==> config.mk <==
export PLATFORM = sky130hd
export DESIGN_NAME = rapu_top
export DESIGN_NICKNAME = d
export VERILOG_FILES = /design/src/inc/rapu_pkg.sv /design/src/logic/rapu_top.sv
export SDC_FILE = /design/constraint.sdc
export NUM_CORES = 1
export LEC_CHECK = 0
export BUFFER_PORTS_ARGS = -buffer_cell sky130_fd_sc_hd__buf_4
export CAP_MARGIN = 20
export CORE_MARGIN = 4
export CORE_UTILIZATION = 55
export DETAILED_ROUTE_END_ITERATION = 8
export GPL_TIMING_DRIVEN = 0
export PLACE_DENSITY = 0.79
export SYNTH_ARGS = -nofsm -noshare
export SYNTH_HDL_FRONTEND = slang
export SYNTH_SLANG_ARGS = --single-unit
export TNS_END_PERCENT = 1
==> constraint.sdc <==
create_clock -name sys_clk -period 6.6 [get_ports sys_clk]
set_input_delay 0.99 -clock sys_clk [delete_from_list [all_inputs] [get_ports sys_clk]]
set_output_delay 0.99 -clock sys_clk [all_outputs]
set_load 0.02 [all_outputs]
==> src/inc/rapu_pkg.sv <==
package rapu_pkg;

    // Fixed region limits
    localparam logic [31:0] SYS_START     = 32'h0000_0000;
    localparam logic [31:0] R0_START      = 32'h0000_00c8;
    localparam logic [31:0] FLASH_END     = 32'h0002_0000;
    localparam logic [31:0] SRAM_START    = 32'h1000_0000;
    localparam logic [31:0] SRAM_END      = 32'h1000_2000;
    localparam logic [31:0] SFR_START     = 32'h4000_0000;
    localparam logic [31:0] SFR_END       = 32'h5000_0000;
    localparam logic [31:0] PSFR_START    = 32'h4004_0000;
    localparam logic [31:0] PSFR_END      = 32'h4004_0100;
    localparam logic [31:0] PERI_START    = 32'he000_0000;
    localparam logic [31:0] PERI_END      = 32'hf000_0000;

    // Register offsets inside the protection register window
    localparam logic [7:0]  OFS_CTRL      = 8'h00;
    localparam logic [7:0]  OFS_R0_END    = 8'h04;
    localparam logic [7:0]  OFS_R1_END    = 8'h08;
    localparam logic [7:0]  OFS_OPTION    = 8'h0c;
    localparam logic [7:0]  OFS_STATUS    = 8'h10;
    localparam logic [7:0]  OFS_MONITOR   = 8'ha0;

    // Reset values
    localparam logic [31:0] R0_END_RST    = 32'h0000_1000;
    localparam logic [31:0] R1_END_RST    = 32'h0000_2000;

    // Field positions
    localparam int          CTRL_EN_BIT   = 0;
    localparam int          OPT_SEL_BIT   = 18;
    localparam int          OPT_DBG_HI    = 17;
    localparam int          OPT_DBG_LO    = 9;
    localparam int          OPT_END_HI    = 8;
    localparam int          OPT_END_LO    = 0;
    localparam int          OPT_SHIFT     = 8;

    // Cause bits of the monitor register
    localparam int          MON_CTRL_WR   = 0;
    localparam int          MON_ADJ_WR    = 1;
    localparam int          MON_DOWN      = 2;
    localparam int          MON_SYS_WR    = 3;
    localparam int          MON_INVALID   = 4;
    localparam int          MON_W         = 5;

    // Target and source classes
    typedef enum logic [3:0] {
        RG_SYS  = 4'b0000,
        RG_R0   = 4'b0001,
        RG_R1   = 4'b0010,
        RG_R2   = 4'b0011,
        RG_R3   = 4'b0100,
        RG_R4   = 4'b0101,
        RG_SFR  = 4'b0110,
        RG_PSFR = 4'b0111,
        RG_PERI = 4'b1000,
        RG_INV  = 4'b1001
    } rapu_region_e;

endpackage

==> src/logic/rapu_top.sv <==
`timescale 1ns/100ps
// Functional notes
// - Six regions: system, flash zero-three, SRAM four.
// - Permissions are hardwired, software cannot change.
// - Violation raises interrupt and sets cause bit.
// - Programmable bounds from registers, others from option word or fixed.
// - System below 0xC8; region zero starts 0xC8.
// - System code may access only region four of the numbered regions.
// - Region four is SRAM 0x1000_0000-0x1000_2000.
// - Region three ends at the option debug boundary, below 0x0002_0000.
// - Flash regions contiguous, end equals next start.
// - Checking only while control bit zero set.
// - Lower numbered region may read/write higher regions.
// - Higher never writes lower; reads one below.
// - Option zero: regions zero-two, option ends.
// - Option one: regions zero-three, option ends.
// - Option word bits 17:9 debug, 8:0 end.
// - Region zero end resets 0x1000, privileged write.
// - Region one end resets 0x2000, privileged write.
// - Unprivileged control writes abort; monitor always writable. Code aborts them only while control bit zero is set.
// - One interrupt line, one monitor bit per cause.
// - Write one level down aborts, read passes.
// - Two levels down or system-to-flash: downward abort.
module rapu_top (
    input  wire logic        sys_clk,
    input  wire logic        rst,
    // Option word sampled once after reset
    input  wire logic [31:0] option_word,
    // Core access being checked
    input  wire logic        acc_valid,
    input  wire logic [31:0] acc_addr,
    input  wire logic        acc_write,
    input  wire logic [31:0] exec_addr,
    output logic             acc_abort,
    output logic [31:0]      abort_addr,
    // APB slave for the protection registers
    input  wire logic        psel,
    input  wire logic        penable,
    input  wire logic        pwrite,
    input  wire logic [7:0]  paddr,
    input  wire logic [31:0] pwdata,
    output logic [31:0]      prdata,
    output logic             pready,
    output logic             pslverr,
    // Shared violation interrupt
    output logic             protection_violation_irq
);

    ////////////////////////////////////////////////////////////////////////////
    // Registers

    logic                       protection_control_reg;
    logic [31:0]                flash_r0_end_bound;
    logic [31:0]                flash_r1_end_bound;
    logic [31:0]                violation_monitor_word;
    logic [rapu_pkg::MON_W-1:0] violation_cause_monitor;
    logic [31:0]                opt_word;
    logic                       opt_loaded;

    ////////////////////////////////////////////////////////////////////////////
    // Option word decode

    logic        region_count_option;
    logic [31:0] debug_boundary_option;
    logic [31:0] region_boundary_option;

    // The option word is a strap that is taken once and never again, so a
    // later change on the pin moves no boundary until the next reset
    // Nine-bit fields count 256-byte pages of the flash
    assign region_count_option    = opt_word[rapu_pkg::OPT_SEL_BIT];
    assign debug_boundary_option  = {15'h0000,
        opt_word[rapu_pkg::OPT_DBG_HI:rapu_pkg::OPT_DBG_LO], 8'h00};
    assign region_boundary_option = {15'h0000,
        opt_word[rapu_pkg::OPT_END_HI:rapu_pkg::OPT_END_LO], 8'h00};

    ////////////////////////////////////////////////////////////////////////////
    // Region bounds

    logic [31:0] flash_r1_start_bound;
    logic [31:0] flash_r2_start_bound;
    logic [31:0] flash_r3_start_bound;
    logic [31:0] flash_r2_end_bound;
    logic [31:0] r1_end_eff;
    logic [31:0] top_end;

    // In the three-region option the end register is kept but unused
    // so software may write it without moving any boundary
    // Each start is the previous end, so no gap can open between regions
    assign flash_r1_start_bound = flash_r0_end_bound;
    assign r1_end_eff           = region_count_option ? flash_r1_end_bound
                                                      : region_boundary_option;
    assign flash_r2_start_bound = r1_end_eff;
    assign flash_r2_end_bound   = region_count_option ? region_boundary_option
                                                      : debug_boundary_option;
    assign flash_r3_start_bound = flash_r2_end_bound;
    // Region three exists only in the four-region option
    assign top_end              = region_count_option ? debug_boundary_option
                                                      : flash_r2_end_bound;

    ////////////////////////////////////////////////////////////////////////////
    // Address classifier, shared by target and executing code
    // Flash tests follow the system test and only region three is capped at the
    // flash top, so a bound written past it takes over the fixed spaces above
    // it; the order of the tests carries the priority

    function automatic rapu_pkg::rapu_region_e classify(input logic [31:0] a,
                                                        input logic [31:0] e0,
                                                        input logic [31:0] e1,
                                                        input logic [31:0] e2,
                                                        input logic [31:0] e3,
                                                        input logic        four);
        rapu_pkg::rapu_region_e r;
        r = rapu_pkg::RG_INV;
        if (a < rapu_pkg::R0_START) begin
            r = rapu_pkg::RG_SYS;
        end else if (a < e0) begin
            r = rapu_pkg::RG_R0;
        end else if (a < e1) begin
            r = rapu_pkg::RG_R1;
        end else if (a < e2) begin
            r = rapu_pkg::RG_R2;
        end else if (four && a < e3 && a < rapu_pkg::FLASH_END) begin
            r = rapu_pkg::RG_R3;
        end else if (a >= rapu_pkg::SRAM_START && a < rapu_pkg::SRAM_END) begin
            r = rapu_pkg::RG_R4;
        end else if (a >= rapu_pkg::PSFR_START && a < rapu_pkg::PSFR_END) begin
            r = rapu_pkg::RG_PSFR;
        end else if (a >= rapu_pkg::SFR_START && a < rapu_pkg::SFR_END) begin
            r = rapu_pkg::RG_SFR;
        end else if (a >= rapu_pkg::PERI_START && a < rapu_pkg::PERI_END) begin
            r = rapu_pkg::RG_PERI;
        end
        return r;
    endfunction

    rapu_pkg::rapu_region_e tgt_rg;
    rapu_pkg::rapu_region_e src_rg;

    // Each region is bounded by the start of the next one
    assign tgt_rg = classify(acc_addr, flash_r1_start_bound, flash_r2_start_bound,
                             flash_r3_start_bound, top_end, region_count_option);
    assign src_rg = classify(exec_addr, flash_r1_start_bound, flash_r2_start_bound,
                             flash_r3_start_bound, top_end, region_count_option);

    ////////////////////////////////////////////////////////////////////////////
    // Permission matrix, fixed in logic and not reachable by software

    logic       src_is_sys;
    logic       src_is_num;
    logic       tgt_is_sys;
    logic       tgt_is_num;
    logic [3:0] src_lvl;
    logic [3:0] tgt_lvl;
    logic       privileged;
    logic       tgt_monitor;

    // Levels reuse the enum codes, R0 at 1 up to at 5, so a single add
    // tells a one-level step from a deeper one; no register can alter this
    assign src_is_sys  = (src_rg == rapu_pkg::RG_SYS);
    // Code running from outside the numbered regions and the system area is ranked as region four
    assign src_is_num  = !src_is_sys;
    assign tgt_is_sys  = (tgt_rg == rapu_pkg::RG_SYS);
    assign tgt_is_num  = (tgt_rg >= rapu_pkg::RG_R0) && (tgt_rg <= rapu_pkg::RG_R4);
    assign src_lvl     = (src_rg >= rapu_pkg::RG_R0 && src_rg <= rapu_pkg::RG_R4)
                         ? src_rg : rapu_pkg::RG_R4;
    assign tgt_lvl     = tgt_rg;
    assign privileged  = (src_rg == rapu_pkg::RG_R0) || (src_rg == rapu_pkg::RG_R1);
    assign tgt_monitor = (acc_addr[7:0] == rapu_pkg::OFS_MONITOR);

    // Causes are exclusive: one access sets at most one monitor bit
    logic cause_down;
    logic cause_adj;
    logic cause_sys;
    logic cause_ctrl;
    logic cause_inv;

    // System code may only use region four among the numbered regions
    assign cause_down = (src_is_sys && tgt_is_num && tgt_rg != rapu_pkg::RG_R4)
                     || (src_is_num && tgt_is_num && tgt_lvl + 4'h1 < src_lvl);
    // One level down: reads pass, writes abort
    assign cause_adj  = src_is_num && tgt_is_num && acc_write
                     && (tgt_lvl + 4'h1 == src_lvl);
    assign cause_sys  = src_is_num && tgt_is_sys && acc_write;
    assign cause_ctrl = (tgt_rg == rapu_pkg::RG_PSFR) && acc_write
                     && !privileged && !tgt_monitor;
    assign cause_inv  = (tgt_rg == rapu_pkg::RG_INV);

    // Lower to higher between numbered regions is never flagged by any term above
    logic [rapu_pkg::MON_W-1:0] acc_causes;
    logic                       acc_hit;

    assign acc_causes = {cause_inv, cause_sys, cause_down, cause_adj, cause_ctrl};
    // Checking only runs with protection enabled
    assign acc_hit    = acc_valid && protection_control_reg && (|acc_causes);

    ////////////////////////////////////////////////////////////////////////////
    // APB decode; the control side uses the region of the code now running

    logic        apb_setup;
    logic        apb_wr;
    logic        apb_rd;
    logic        sel_ctrl;
    logic        sel_r0;
    logic        sel_r1;
    logic        sel_opt;
    logic        sel_stat;
    logic        sel_mon;
    logic        sel_any;
    logic        ctrl_denied;
    logic        ctrl_wr_ok;
    logic        apb_ctrl_abort;
    logic [31:0] next_prdata;

    assign apb_setup      = psel && !penable;
    assign apb_wr         = psel && penable && pwrite;
    assign apb_rd         = psel && penable && !pwrite;
    assign sel_ctrl       = (paddr == rapu_pkg::OFS_CTRL);
    assign sel_r0         = (paddr == rapu_pkg::OFS_R0_END);
    assign sel_r1         = (paddr == rapu_pkg::OFS_R1_END);
    assign sel_opt        = (paddr == rapu_pkg::OFS_OPTION);
    assign sel_stat       = (paddr == rapu_pkg::OFS_STATUS);
    assign sel_mon        = (paddr == rapu_pkg::OFS_MONITOR);
    assign sel_any        = sel_ctrl | sel_r0 | sel_r1 | sel_opt | sel_stat | sel_mon;
    // A write from unprivileged code is refused only once protection is on;
    // before that the bounds stay writable for start-up code, which is the
    // price of letting boot code set up the map from anywhere
    // Bound registers follow the same privilege as the control bit
    assign ctrl_denied    = protection_control_reg && !privileged
                            && (sel_ctrl | sel_r0 | sel_r1);
    assign ctrl_wr_ok     = apb_wr && !ctrl_denied;
    assign apb_ctrl_abort = apb_wr && ctrl_denied;

    // Zero wait states; unmapped or denied writes answer with an error
    assign pready  = 1'b1;
    assign pslverr = psel && penable && (!sel_any || apb_ctrl_abort);

    always_comb begin
        next_prdata = 32'h0000_0000;
        if (sel_ctrl) begin
            next_prdata[rapu_pkg::CTRL_EN_BIT] = protection_control_reg;
        end else if (sel_r0) begin
            next_prdata = flash_r0_end_bound;
        end else if (sel_r1) begin
            next_prdata = flash_r1_end_bound;
        end else if (sel_opt) begin
            next_prdata = opt_word;
        end else if (sel_stat) begin
            next_prdata = {28'h000_0000, src_rg};
        end else if (sel_mon) begin
            next_prdata = violation_monitor_word;
        end
    end

    ////////////////////////////////////////////////////////////////////////////
    // Option capture: taken one edge after reset release, never under reset
    // Until then the option bounds read as zero, so the core must hold off its
    // accesses until the second edge after release

    always_ff @(posedge sys_clk) begin
        if (rst) begin
            opt_word   <= 32'h0000_0000;
            opt_loaded <= 1'b0;
        end else if (!opt_loaded) begin
            opt_word   <= option_word;
            opt_loaded <= 1'b1;
        end
    end

    ////////////////////////////////////////////////////////////////////////////
    // Control and bound registers
    // Bounds are taken as full words; software must keep them in rising order,
    // since nothing here checks that r0 end stays below end

    always_ff @(posedge sys_clk) begin
        if (rst) begin
            protection_control_reg <= 1'b0;
            flash_r0_end_bound     <= rapu_pkg::R0_END_RST;
            flash_r1_end_bound     <= rapu_pkg::R1_END_RST;
        end else if (ctrl_wr_ok) begin
            if (sel_ctrl) begin
                protection_control_reg <= pwdata[rapu_pkg::CTRL_EN_BIT];
            end
            if (sel_r0) begin
                flash_r0_end_bound <= pwdata;
            end
            if (sel_r1) begin
                flash_r1_end_bound <= pwdata;
            end
        end
    end

    ////////////////////////////////////////////////////////////////////////////
    // Monitor: write one clears a cause, a new event in that cycle wins
    // Letting the set win means an abort that races a clear from the handler
    // is never lost; the handler simply sees the bit again

    logic [rapu_pkg::MON_W-1:0] set_causes;
    logic [rapu_pkg::MON_W-1:0] clr_causes;

    assign set_causes = (acc_hit ? acc_causes : {rapu_pkg::MON_W{1'b0}})
                      | {{(rapu_pkg::MON_W-1){1'b0}}, apb_ctrl_abort};
    assign clr_causes = (apb_wr && sel_mon) ? pwdata[rapu_pkg::MON_W-1:0]
                                            : {rapu_pkg::MON_W{1'b0}};

    assign violation_monitor_word = {{(32-rapu_pkg::MON_W){1'b0}}, violation_cause_monitor};

    always_ff @(posedge sys_clk) begin
        if (rst) begin
            violation_cause_monitor <= {rapu_pkg::MON_W{1'b0}};
        end else begin
            violation_cause_monitor <= (violation_cause_monitor & ~clr_causes)
                                     | set_causes;
        end
    end

    ////////////////////////////////////////////////////////////////////////////
    // Abort answer and read data
    // Read data is loaded in the setup cycle so it stands through the access
    // cycle, and is zeroed when idle so no stale word lingers on the bus

    always_ff @(posedge sys_clk) begin
        if (rst) begin
            acc_abort  <= 1'b0;
            abort_addr <= 32'h0000_0000;
            prdata     <= 32'h0000_0000;
        end else begin
            acc_abort <= acc_hit;
            if (acc_hit) begin
                abort_addr <= acc_addr;
            end
            if (apb_setup) begin
                prdata <= next_prdata;
            end else if (!apb_rd) begin
                prdata <= 32'h0000_0000;
            end
        end
    end

    // Level output: it drops only once software has cleared every cause
    // Single line for every cause, held while any cause stays recorded
    assign protection_violation_irq = |violation_cause_monitor;

endmodule

# Yosys cells after proc, flatten, opt, wreduce, memory -nomap -nowiden
# Cells that the tools add are included.
# W data, S select, Z words.
# op_classes
addsub	1
n_eq_ne	13
bitwise	9
n_mux	34
order_cmp	33
n_reduce_logical	55
# ops
op	count
$mux W32	7
$ge A32 B31 Y1 const B	4
$lt A32 B17 Y1	4
$lt A32 B31 Y1 const B	4
$lt A32 B32 Y1	4
$mux W4	17
$ge A32 B29 Y1 const B	2
$ge A32 B32 Y1 const B	2
$lt A32 B18 Y1 const B	2
$lt A32 B29 Y1 const B	2
$lt A32 B32 Y1 const B	2
$lt A32 B8 Y1 const B	2
$logic_and A1 B1 Y1	37
$mux W17	2
$mux W31	1
$eq A8 B4 Y1 const B	2
$eq A8 B8 Y1 const B	2
$mux W5	3
$reduce_or A5 Y1	2
$eq A8 B3 Y1 const B	1
$eq A8 B5 Y1 const B	1
$ge A4 B1 Y1 const B	2
$le A4 B3 Y1 const B	2
$logic_not A4 Y1	2
other kinds (19)	36
# totals
wordCells	154
in_bits	143
ff_bits	168
out_inout_bits	68

# Depth between registers and ports, before layout
# Gate-level depths: netlist (run 1).
# depth
word_depth	22
ltp_mapped	25
mapped_depth_nobuf	21

# Worst setup path before layout (run 1)
# No wires, ideal clock.
# synth_timing
path_type	register to register
from	register opt_word[18]
to	register abort_addr[10]
setup_slack_ns	1.646
path_buffers	4
path_stages_with_launch	26
synth_period_minus_slack_ns	4.954
arrival_time_ns	4.883
setup_ns	0.072
required_ns	6.528
path_cell_list	dfxtp_1 -> buf_2 -> buf_1 -> mux2i_1 -> ha_1 -> a21o_1 -> a21o_1 -> a221o_1 -> a211oi_1 -> a21oi_1 -> nor2_1 -> o21ai_0 -> inv_1 -> ha_1 -> xnor2_1 -> ha_1 -> and3_1 -> nand3_1 -> and3_4 -> o31ai_1 -> mux2_1 -> nor3_1 -> a211o_1 -> buf_6 -> buf_6 -> mux2i_1
# synth_between
elab_chain_cells	18
word_cells_on_any_way	57
classes_between	add/sub: 1; order compare: 11; eq/ne: 6; mux: 14; reduce/logical: 25
# synth_lines
element	line	source
start, declared	rapu_top.sv:57	logic [31:0] opt_word;
start signal, assigned	rapu_top.sv:264	opt_word <= option_word;
$mux W17	rapu_top.sv:93	assign flash_r2_end_bound = region_count_option ? region_boundary_option
$mux W17	rapu_top.sv:97	assign top_end = region_count_option ? debug_boundary_option
$lt A32 B17 Y1	rapu_top.sv:122	end else if (four && a < e3 && a < rapu_pkg::FLASH_END) begin
$logic_and A1 B1 Y1 (2 in a row)	rapu_top.sv:122	
$mux W4	rapu_top.sv:122	
$mux W4	rapu_top.sv:120	end else if (a < e2) begin
$mux W4	rapu_top.sv:118	end else if (a < e1) begin
$mux W4	rapu_top.sv:116	end else if (a < e0) begin
$mux W4	rapu_top.sv:114	if (a < rapu_pkg::R0_START) begin
$ge A4 B1 Y1 / $le A4 B3 Y1 (equally long branches)	rapu_top.sv:164	assign src_lvl = (src_rg >= rapu_pkg::RG_R0 && src_rg <= rapu_pkg::RG_R4)
$logic_and A1 B1 Y1	rapu_top.sv:164	
$mux W4	rapu_top.sv:165	? src_rg : rapu_pkg::RG_R4;
$lt A4 B4 Y1	rapu_top.sv:179	|| (src_is_num && tgt_is_num && tgt_lvl + 4'h1 < src_lvl);
$logic_and A1 B1 Y1	rapu_top.sv:179	
$logic_or A1 B1 Y1	rapu_top.sv:179	
$reduce_or A5 Y1 (*)	rapu_top.sv:194	assign acc_hit = acc_valid && protection_control_reg && (|acc_causes);
$logic_and A1 B1 Y1 (*)	rapu_top.sv:194	
end signal, assigned	rapu_top.sv:329	abort_addr <= acc_addr;
end, declared	rapu_top.sv:35	output logic [31:0] abort_addr,
# Every way passes the cells marked *; elsewhere a longest branch is shown, timed or not.
# A chain may end at the register's enable or synchronous reset.

# Final worst setup path (run 1)
# layout_timing
from	register opt_word[18]
to	register abort_addr[21]
# Same word-level chain as after synthesis.

==> impl_metrics.yaml, run 1 <==
run_status:
  outcome: "complete, no violations"
global_route:
  number_of_antenna_violations_at_the_first_check_in_global_routing: 0
  via_count_of_the_first_global_routing_pass: 11000
  first_pass_grt_wire_length_um: 60800
  grt_usage_pct: 32.5
  overflow: 0
  grt_max_degree: 19
placed_design:
  port-buffer-count: 207
  placement.setup.worst_slack_ns: 0.486
  place_area_mm2: 0.0133
  dp_hpwl_um: 31800
  gp_congestion: 1.04
die:
  placeableCoreArea_mm2: 0.0204
  std_cell_rows: 52
  floorplan.die_area_mm2: 0.0232
  height_of_the_chip_um: 152
  ioPinCount: 211
  floorplan.initialDensity_pct: 56.2
  die_width_um: 152
synthesis:
  syn_inst: 1399
  synth_cell_type_count: 70
  synth-edff-count: 0
  synth_compound_area_share_pct: 15.6
  synthesis.area_per_instance_um2: 8.18
  yosysTopAreaCell: "dfxtp_1"
  fraction_of_synthesis_flops_using_an_asynchronous_set_or_reset_pin_pct: 0
  mux_share_of_post_synthesis_cell_area_pct: 13.2
  synthesized_area_fraction_occupied_by_adder_cells_pct: 17.9
  yosysWarningCount: 0
  synth_seq_area_share_pct: 29.4
  synth_top_family_by_area: "simple AND/OR/NAND/NOR gates"
  synth_xor_area_share_pct: 0.153
  yosys-top-cells-area: "dfxtp_1 29%, ha_1 18%, mux2i_1 10%, nand2_1 8.0%, a21oi_1 6.4%"
  synth.cell_area_mm2: 0.0114
  post_synth_and_or_nand_nor_area_fraction_pct: 19.4
  synth_top_area_share_pct: 29.4
  synthFlopType: "dfxtp_1"
  synth.ff_latch_count: 168
final_layout:
  drive_above_1_share_pct: 17.6
  area_growth_pct: 21.7
  final_util_pct: 68.3
  design.final.nets: 1933
  layout_common_cells: "243 x nand2_1, 211 x buf_4, 168 x dfxtp_1"
  layout_commonest_cell: "nand2_1"
  final_cell_area_mm2: 0.0139
  antenna_cells: 0
  nFillCells: 1789
route:
  drtAntennaViolNets: 0
  wl_um: 39400
  via_density: 6.06
  num_vias: 11600
  drt_first_pass_iters: 6
  drcViolationCount: 0
  drtIter0Drc: 1353
  detail_route.wl_per_cell_um: 20.6
worst_hold_path:
  holdCritPathClass: "flip-flop to flip-flop"
  hold-path-endpoint: "abort_addr[30]"
  hold_path_startpoint: "abort_addr[30]"
  hold_depth: 2
clock_tree:
  tritoncts_num_sinks: 168
  clkLatencyLatePin_ns: 0.44
  post_cts_hold_buffer_count: 0
  clk_transition_reported_paths_ns: 0.08
  postCtsSetupBuffers: 0
  cts.htree.levels: 4
  cts.repair.resized: 0
  tritoncts.num_buffers: 17
  clock_tree_from_tritoncts: "done"
  clock_tree.root_cell: "clkbuf_16"
  cts.path.max_buffers: 2
pwr:
  internal_power_w: 0.00171
  register_share_of_total_power_pct: 42.1
  static-leakage-power_nw: 5.91
  netSwitchingFraction_pct: 30.6
  share_comb_of_total_power_pct: 17.4
  net-switching-power_w: 0.000757
  proportion_of_power_drawn_by_the_clock_network_pct: 40.6
  vdd.ir_drop.worst_v: 0.000175
  power-per-cell-area_mw_per_mm2: 178
worst_setup_path:
  r2r_setup_slack_ns: 0.36
  cp_data_arrival_time_ns: 6.61
  type_of_element_capturing_the_critical_path: "flip-flop"
  timing.rr.start: "opt_word[18]"
  timing.rr.end: "abort_addr[21]"
  maximum_fanout_encountered_on_the_critical_timing_path: 10
  start_kind: "flip-flop"
  timing.reg2reg.worst_path_depth: 25
  worstSetupPathType: "flip-flop to flip-flop"
  required_ns: 6.97
sta:
  fmax_achieved_ghz: 0.160
  share_of_the_cycle_needed_by_the_critical_path_after_routing_pct: 94.5
  setup_viol: 0
  max_slew.worst_pin.slew_ns: 0.787
  unrepaired_setup_endpoints_after_global_routing: "no"
  slew_headroom_pct: 47.5
  skew_final_ns: 0.0132
  hold_violations: 0
  setup_tns_ns: 0
  finalMaxSlewViolations: 0
  timing.final.crit_period_ns: 6.24
  fin_ws_ns: 0.360
job:
  timing.max_cap.violations: 0
==> power by group through the flow <==
stage / clock (W) / sequential (W) / combinational [W]
2_1_floorplan: 0 / 0.00106 / 0.000238
3_5_place_dp: 0 / 0.00106 / 0.000417
4_1_cts: 0.00100 / 0.00104 / 0.000420
5_1_grt: 0.00104 / 0.00104 / 0.000473
6_report: 0.00100 / 0.00104 / 0.000430
3_3_place_gp: 0 / 0.00106 / 0.000406
==> cell usage after synthesis (all sizes together) (4+ instances only) <==
library cell / count
a211o: 4
nor2b: 4
inv: 49
nor2: 136
a21oi: 147
a211oi: 7
nand2: 243
clkbuf: 53
a2111oi: 4
a221oi: 8
and4: 4
ha: 164
o22ai: 5
o31ai: 7
buf: 16
mux2: 31
and3: 6
nor4: 13
nand3: 18
mux2i: 116
o21a: 5
a21o: 18
o21ai: 69
nand2b: 8
nand4: 21
dfxtp: 168
nor3: 24
==> critical path, stage by stage (launching register included) <==
cell and delay, ns:
dfxtp_1 0.30, buf_2 0.29, buf_1 0.64, mux2i_1 0.40
ha_1 0.31, a21o_1 0.16, a21o_1 0.18, a221o_1 0.33
a211oi_1 0.67, a21oi_1 0.08, nor2_1 0.15, o21ai_0 0.16
inv_1 0.15, ha_1 0.21, xnor2_1 0.09, ha_1 0.29
nand2_1 0.04, o21ai_0 0.24, and3_4 0.26, o31ai_1 0.07
mux2_1 0.30, nor3_1 0.13, a211o_1 0.16, buf_6 0.14
buf_6 0.18, mux2i_1 0.21
==> metrics by stage <==
stage / hold WS [ns] / total power (W) / instances
floorplan: 0.432 / 0.00129 / 1400
global placement: 0.438 / 0.00147 / 1877
detailed placement: 0.446 / 0.00148 / 1877
CTS: 0.463 / 0.00246 / 1908
global route: 0.482 / 0.00255 / 1908
finish: 0.462 / 0.00247 / 1908
==> worst max path at each step <==
| stage | from | end | cells after the start |
|---|---|---|---|
| finish | opt_word[18] | abort_addr[21] | 25 |
| global route | opt_word[18] | abort_addr[7] | 24 |
| CTS | opt_word[18] | abort_addr[21] | 25 |
| detailed placement | opt_word[18] | abort_addr[21] | 24 |
| global placement | opt_word[18] | abort_addr[17] | 24 |
| floorplan | opt_word[18] | abort_addr[10] | 25 |
==> cell type report <==
type | instances | area [um2] | share of cell area, %
Inverter | 49 | 184 | 1.32
Tap cell | 270 | 338 | 2.43
Clock inverter | 14 | 156 | 1.12
Multi-Input combinational cell | 1114 | 7590 | 54.5
Buffer | 69 | 307 | 2.20
Clock buffer | 17 | 425 | 3.06
Sequential cell | 168 | 3360 | 24.2
Timing Repair Buffer | 207 | 1550 | 11.2
==> logic make-up after synthesis <==
logic type | count (synthesis)
AO/OA/AOI/OAI | 302
XOR/XNOR | 2
adder cells (fa/ha/maj) | 164
buffers and inverters | 118
flip-flops | 168
multiplexers | 147
other | 1
AND/OR/NAND/NOR | 497
==> routing by layer <==
metal / vias up / track usage, % / routed length (um)
li1: 5447 / - / -
met1: 5394 / 45.4 / 16900
met2: 637 / 51.4 / 17400
met3: 85 / 6.13 / 4040
met4: 0 / 9.76 / 1110
met5: - / 0 / 0
(Power assumes the default switching activity.)
==> run 2: changes to the inputs <==
--- a/config.mk
+++ b/config.mk
@@ -7,11 +7,13 @@
 export LEC_CHECK = 0
 export BUFFER_PORTS_ARGS = -buffer_cell sky130_fd_sc_hd__buf_4
 export CAP_MARGIN = 20
+export CELL_PAD_IN_SITES_DETAIL_PLACEMENT = 1
+export CELL_PAD_IN_SITES_GLOBAL_PLACEMENT = 1
 export CORE_MARGIN = 4
-export CORE_UTILIZATION = 55
+export CORE_UTILIZATION = 45
 export DETAILED_ROUTE_END_ITERATION = 8
 export GPL_TIMING_DRIVEN = 0
-export PLACE_DENSITY = 0.79
+export PLACE_DENSITY = 0.86
 export SYNTH_ARGS = -nofsm -noshare
 export SYNTH_HDL_FRONTEND = slang
 export SYNTH_SLANG_ARGS = --single-unit
==> constraint.sdc (replaced) <==
create_clock -name sys_clk -period 7.77 [get_ports sys_clk]
set_input_delay 1.1655 -clock sys_clk [delete_from_list [all_inputs] [get_ports sys_clk]]
set_output_delay 1.1655 -clock sys_clk [all_outputs]
set_load 0.02 [all_outputs]
==> impl_metrics.yaml, run 2 (synthesized netlist as in run 1, its figures left out) <==
die:
  std_cell_rows: 58
  floorplan.initialDensity_pct: 45.6
  die_width_um: 167
  ioPinCount: 211
  height_of_the_chip_um: 167
  placeableCoreArea_mm2: 0.0251
  floorplan.die_area_mm2: 0.0280
job:
  timing.max_cap.violations: 0
clock_tree:
  tritoncts_num_sinks: 168
  post_cts_hold_buffer_count: 0
  clock_tree.root_cell: "clkbuf_16"
  postCtsSetupBuffers: 0
  cts.repair.resized: 0
  cts.path.max_buffers: 2
  clock_tree_from_tritoncts: "done"
  clk_transition_reported_paths_ns: 0.08
  tritoncts.num_buffers: 17
  clkLatencyLatePin_ns: 0.45
  cts.htree.levels: 4
worst_setup_path:
  type_of_element_capturing_the_critical_path: "flip-flop"
  worstPathCellList: "buf_2 > buf_1 > mux2i_1 > ha_1 > a21oi_1 > nor2_1 > a2111oi_0 > a31oi_1 > o22ai_1 > a21o_1 > nor3_1 > or3_1 > ha_1 > inv_1 > a21oi_1 > o21ai_0 > and3_4 > o31ai_1 > mux2_1 > nor3_1 > a211o_1 > buf_6 > buf_6 > mux2i_1"
  slowest_delay_ns: 0.60
  start_kind: "flip-flop"
  cp_data_arrival_time_ns: 6.88
  path_buf_inv: 5
  required_ns: 8.14
  worstSetupPathType: "flip-flop to flip-flop"
  cpMaxStageDelayCell: "a2111oi_0"
  maximum_fanout_encountered_on_the_critical_timing_path: 10
  path_delay_family: "compound AO/OA/AOI/OAI gates"
global_route:
  via_count_of_the_first_global_routing_pass: 12100
  number_of_antenna_violations_at_the_first_check_in_global_routing: 0
  overflow: 0
  grt_usage_pct: 32.0
  grt_max_degree: 20
  first_pass_grt_wire_length_um: 70300
sta:
  share_of_the_cycle_needed_by_the_critical_path_after_routing_pct: 83.7
  timing.final.crit_period_ns: 6.50
  unrepaired_setup_endpoints_after_global_routing: "no"
  setup_tns_ns: 0
  setup_viol: 0
  skew_final_ns: 0.0209
  finalMaxSlewViolations: 0
  max_slew.worst_pin.slew_ns: 0.925
  fmax_achieved_ghz: 0.154
  hold_violations: 0
  finalHoldWorstSlack_ns: 0.468
  slew_headroom_pct: 38.0
route:
  drt_first_pass_iters: 5
  via_density: 6.06
  detail_route.wl_per_cell_um: 23.5
  drcViolationCount: 0
  drtIter0Drc: 1028
  wl_um: 46300
  num_vias: 11900
  drtAntennaViolNets: 0
pwr:
  static-leakage-power_nw: 5.93
  net-switching-power_w: 0.000699
  share_comb_of_total_power_pct: 17.5
  register_share_of_total_power_pct: 40.7
  power-per-cell-area_mw_per_mm2: 155
  netSwitchingFraction_pct: 32.2
  vdd.ir_drop.worst_v: 0.0000960
  proportion_of_power_drawn_by_the_clock_network_pct: 41.9
  internal_power_w: 0.00147
final_layout:
  antenna_cells: 0
  layout_common_cells: "243 x nand2_1, 211 x buf_4, 168 x dfxtp_1"
  nFillCells: 3134
  area_growth_pct: 22.6
  design.final.nets: 1933
  drive_above_1_share_pct: 17.7
  layout_commonest_cell: "nand2_1"
run_status:
  outcome: "complete, no violations"
placed_design:
  gp_congestion: 0.960
  port-buffer-count: 207
  dp_hpwl_um: 37000
worst_hold_path:
  holdCritPathClass: "flip-flop to flip-flop"
## run 2: changes by cell type in the layout (fill, tap and decap cells not counted), sizes merged
| cell | previous run | this run |
|---|---|---|
| clkinv | 7 | 8 |
| clkbuf | 70 | 71 |
| clkinvlp | 1 | 0 |
## run 2: worst min-delay path, cell delays in order (launching register included)
cell	delay, ns
dfxtp_1	0.32
nand2_1	0.05
mux2i_1	0.05
## run 2: final cells by class
type / instances / area, um2 / area share [%]
tap: 330 / 413 / 2.94
sequential: 168 / 3360 / 24.0
clock inverter: 14 / 178 / 1.27
clock buffer: 18 / 439 / 3.13
timing repair buffer: 207 / 1550 / 11.1
multi-input combinational: 1114 / 7590 / 54.1
inverter: 49 / 184 / 1.31
buffer: 69 / 307 / 2.19
## run 2: power by group through the flow
| stage | Clock [W] | Combinational, W | Sequential (W) |
|---|---|---|---|
| after floorplan | 0 | 0.000202 | 0.000896 |
| after global placement | 0 | 0.000354 | 0.000903 |
| after detailed placement | 0 | 0.000369 | 0.000903 |
| after CTS | 0.000912 | 0.000374 | 0.000883 |
| after global routing | 0.000948 | 0.000417 | 0.000885 |
| final | 0.000910 | 0.000380 | 0.000884 |
## run 2: per-stage QoR
step	power, W	setup WS [ns]	utilization, %	instances	instance area, um2
floorplan	0.00110	2.74	-	1400	11400
global placement	0.00126	1.62	53.4	1937	13400
detailed placement	0.00127	1.48	53.4	1937	13400
CTS	0.00217	1.44	55.9	1969	14000
global route	0.00225	0.883	55.9	1969	14000
finish	0.00217	1.27	55.9	1969	14000
## run 2: worst paths after layout
| path | from | to | slack, ns | cells after the start |
|---|---|---|---|---|
| min reg2reg | abort_addr[24] | abort_addr[24] | 0.47 | 2 |
| min | abort_addr[24] | abort_addr[24] | 0.47 | 2 |
| max | opt_word[18] | abort_addr[19] | 1.27 | 24 |
| max reg2reg | opt_word[18] | abort_addr[19] | 1.27 | 24 |
## run 2: routing by layer
metal / GRT usage, % / up-vias / wire length [um]
li1: - / 5437 / -
met1: 43.0 / 5907 / 20100
met2: 51.7 / 496 / 21100
met3: 6.04 / 88 / 3570
met4: 10.8 / 0 / 1460
met5: 0 / - / 0
==> run 3: changes to the inputs <==
--- a/config.mk
+++ b/config.mk
@@ -10,10 +10,10 @@
 export CELL_PAD_IN_SITES_DETAIL_PLACEMENT = 1
 export CELL_PAD_IN_SITES_GLOBAL_PLACEMENT = 1
 export CORE_MARGIN = 4
-export CORE_UTILIZATION = 45
+export CORE_UTILIZATION = 38
 export DETAILED_ROUTE_END_ITERATION = 8
 export GPL_TIMING_DRIVEN = 0
-export PLACE_DENSITY = 0.86
+export PLACE_DENSITY = 0.78
 export SYNTH_ARGS = -nofsm -noshare
 export SYNTH_HDL_FRONTEND = slang
 export SYNTH_SLANG_ARGS = --single-unit
==> constraint.sdc (replaced) <==
create_clock -name sys_clk -period 5.7 [get_ports sys_clk]
set_input_delay 0.855 -clock sys_clk [delete_from_list [all_inputs] [get_ports sys_clk]]
set_output_delay 0.855 -clock sys_clk [all_outputs]
set_load 0.02 [all_outputs]
==> impl_metrics.yaml, run 3 (synthesized netlist as in run 1, its figures left out) <==
pwr:
  register_share_of_total_power_pct: 40.7
  net-switching-power_w: 0.000949
  netSwitchingFraction_pct: 32.1
  internal_power_w: 0.00201
  static-leakage-power_nw: 6.01
  vdd.ir_drop.worst_v: 0.000188
  power.total_w: 0.00296
  power-per-cell-area_mw_per_mm2: 207
  proportion_of_power_drawn_by_the_clock_network_pct: 41.3
  share_comb_of_total_power_pct: 18.0
final_layout:
  layout_commonest_cell: "nand2_1"
  multi_input_area_mm2: 0.00770
  seq_area_mm2: 0.00336
  design.final.nets: 1941
  layout_common_cells: "243 x nand2_1, 221 x buf_4, 168 x dfxtp_1"
  area_growth_pct: 24.9
  antenna_cells: 0
  final_cell_area_mm2: 0.0143
  drive_above_1_share_pct: 19.1
  nFillCells: 3684
global_route:
  overflow: 0
  grt_max_degree: 20
  first_pass_grt_wire_length_um: 70500
  number_of_antenna_violations_at_the_first_check_in_global_routing: 2
  via_count_of_the_first_global_routing_pass: 12100
  grt_usage_pct: 27.2
route:
  wl_um: 46300
  drtIter0Drc: 760
  num_vias: 11600
  via_density: 5.69
  drt_first_pass_iters: 5
  drtAntennaViolNets: 0
  drcViolationCount: 0
  detail_route.wl_per_cell_um: 22.7
clock_tree:
  post_cts_hold_buffer_count: 0
  clock_tree.root_cell: "clkbuf_16"
  clk_transition_reported_paths_ns: 0.08
  tritoncts.num_buffers: 17
  tritoncts_num_sinks: 168
  clock_tree_from_tritoncts: "done"
  clkLatencyLatePin_ns: 0.44
  cts.path.max_buffers: 2
  cts.htree.levels: 4
die:
  height_of_the_chip_um: 182
  die_width_um: 182
  placeableCoreArea_mm2: 0.0296
  floorplan.die_area_mm2: 0.0329
  floorplan.initialDensity_pct: 38.6
  std_cell_rows: 63
  ioPinCount: 211
worst_setup_path:
  start_kind: "flip-flop"
  maximum_fanout_encountered_on_the_critical_timing_path: 10
  worstSetupPathType: "flip-flop to flip-flop"
  required_ns: 6.05
  type_of_element_capturing_the_critical_path: "flip-flop"
  cp_data_arrival_time_ns: 5.86
sta:
  setup_viol: 0
  finalMaxSlewViolations: 0
  slew_headroom_pct: 46.0
  share_of_the_cycle_needed_by_the_critical_path_after_routing_pct: 96.6
  timing.final.crit_period_ns: 5.50
  hold_violations: 0
  finalHoldWorstSlack_ns: 0.458
  fmax_achieved_ghz: 0.182
  skew_final_ns: 0.0148
  max_slew.worst_pin.slew_ns: 0.798
job:
  timing.max_cap.violations: 0
placed_design:
  port-buffer-count: 207
  dp_hpwl_um: 37500
  place_area_mm2: 0.0135
  gp_congestion: 0.936
worst_hold_path:
  holdCritPathClass: "flip-flop to flip-flop"
run_status:
  outcome: "complete, no violations"
==> run 3: routing by layer <==
layer | GRT usage, % | routed length, um | up-vias
met3 | 3.77 | 2860 | 91
met2 | 44.5 | 21300 | 405
met5 | 0 | 28 | -
met4 | 8.71 | 1390 | 4
li1 | - | - | 5454
met1 | 37.2 | 20700 | 5639
==> run 3: path summary, 6_finish.rpt <==
kind	cells past startpoint	slack, ns	end	start
worst max-delay path	25	0.20	abort_addr[5]	opt_word[18]
worst min-delay path	2	0.46	flash_r0_end_bound[4]	flash_r0_end_bound[4]
worst max register to register	25	0.20	abort_addr[5]	opt_word[18]
worst min register to register	2	0.46	flash_r0_end_bound[4]	flash_r0_end_bound[4]
==> run 3: cell type report <==
type	instances	share of cell area, %
tap	390	3.41
multi-input combinational	1114	53.9
buffer	69	2.32
clock inverter	14	1.26
inverter	49	1.29
sequential	168	23.5
clock buffer	18	3.00
timing repair buffer	215	11.3
==> run 3: power by group through the flow <==
stage               registers (W)  logic, W  clock network (W)
global route              0.00121  0.000590            0.00129
global placement          0.00123  0.000480                  0
finish                    0.00121  0.000533            0.00122
floorplan                 0.00122  0.000275                  0
detailed placement        0.00123  0.000501                  0
CTS                       0.00121  0.000515            0.00123
==> run 3: repair_timing <==
item                       CTS  global route
buffers inserted             0             8
resized for setup           18            17
setup endpoints to repair   33            33
pin swaps                    0             3
==> run 3: critical path, cell delays in order, from the launching register on <==
cell and delay (ns):
dfxtp_1 0.32, buf_4 0.25, buf_4 0.24, nand2_1 0.18, ha_1 0.33, nand2_1 0.04, nor3_1 0.24, a21oi_2 0.15
o41ai_4 0.43, a31oi_2 0.20, buf_4 0.18, o31ai_4 0.28, inv_1 0.07, ha_1 0.21, xnor2_1 0.14, ha_1 0.30
and3_1 0.18, nand3_1 0.14, and3_4 0.22, o31ai_1 0.06, mux2_1 0.30, nor3_1 0.16, a211o_1 0.21, buf_6 0.15
buf_6 0.18, mux2i_1 0.23
==> run 3: metrics by stage <==
stage	setup WS [ns]	cells	TNS (ns)	util (%)
after CTS	0.0591	2029	0	47.8
after global placement	-0.621	1997	-19.54	45.5
after global routing	-0.0145	2037	-0.0373	48.2
after floorplan	0.746	1400	0	-
final	0.195	2037	0	48.2
after detailed placement	-0.858	1997	-25.83	45.5
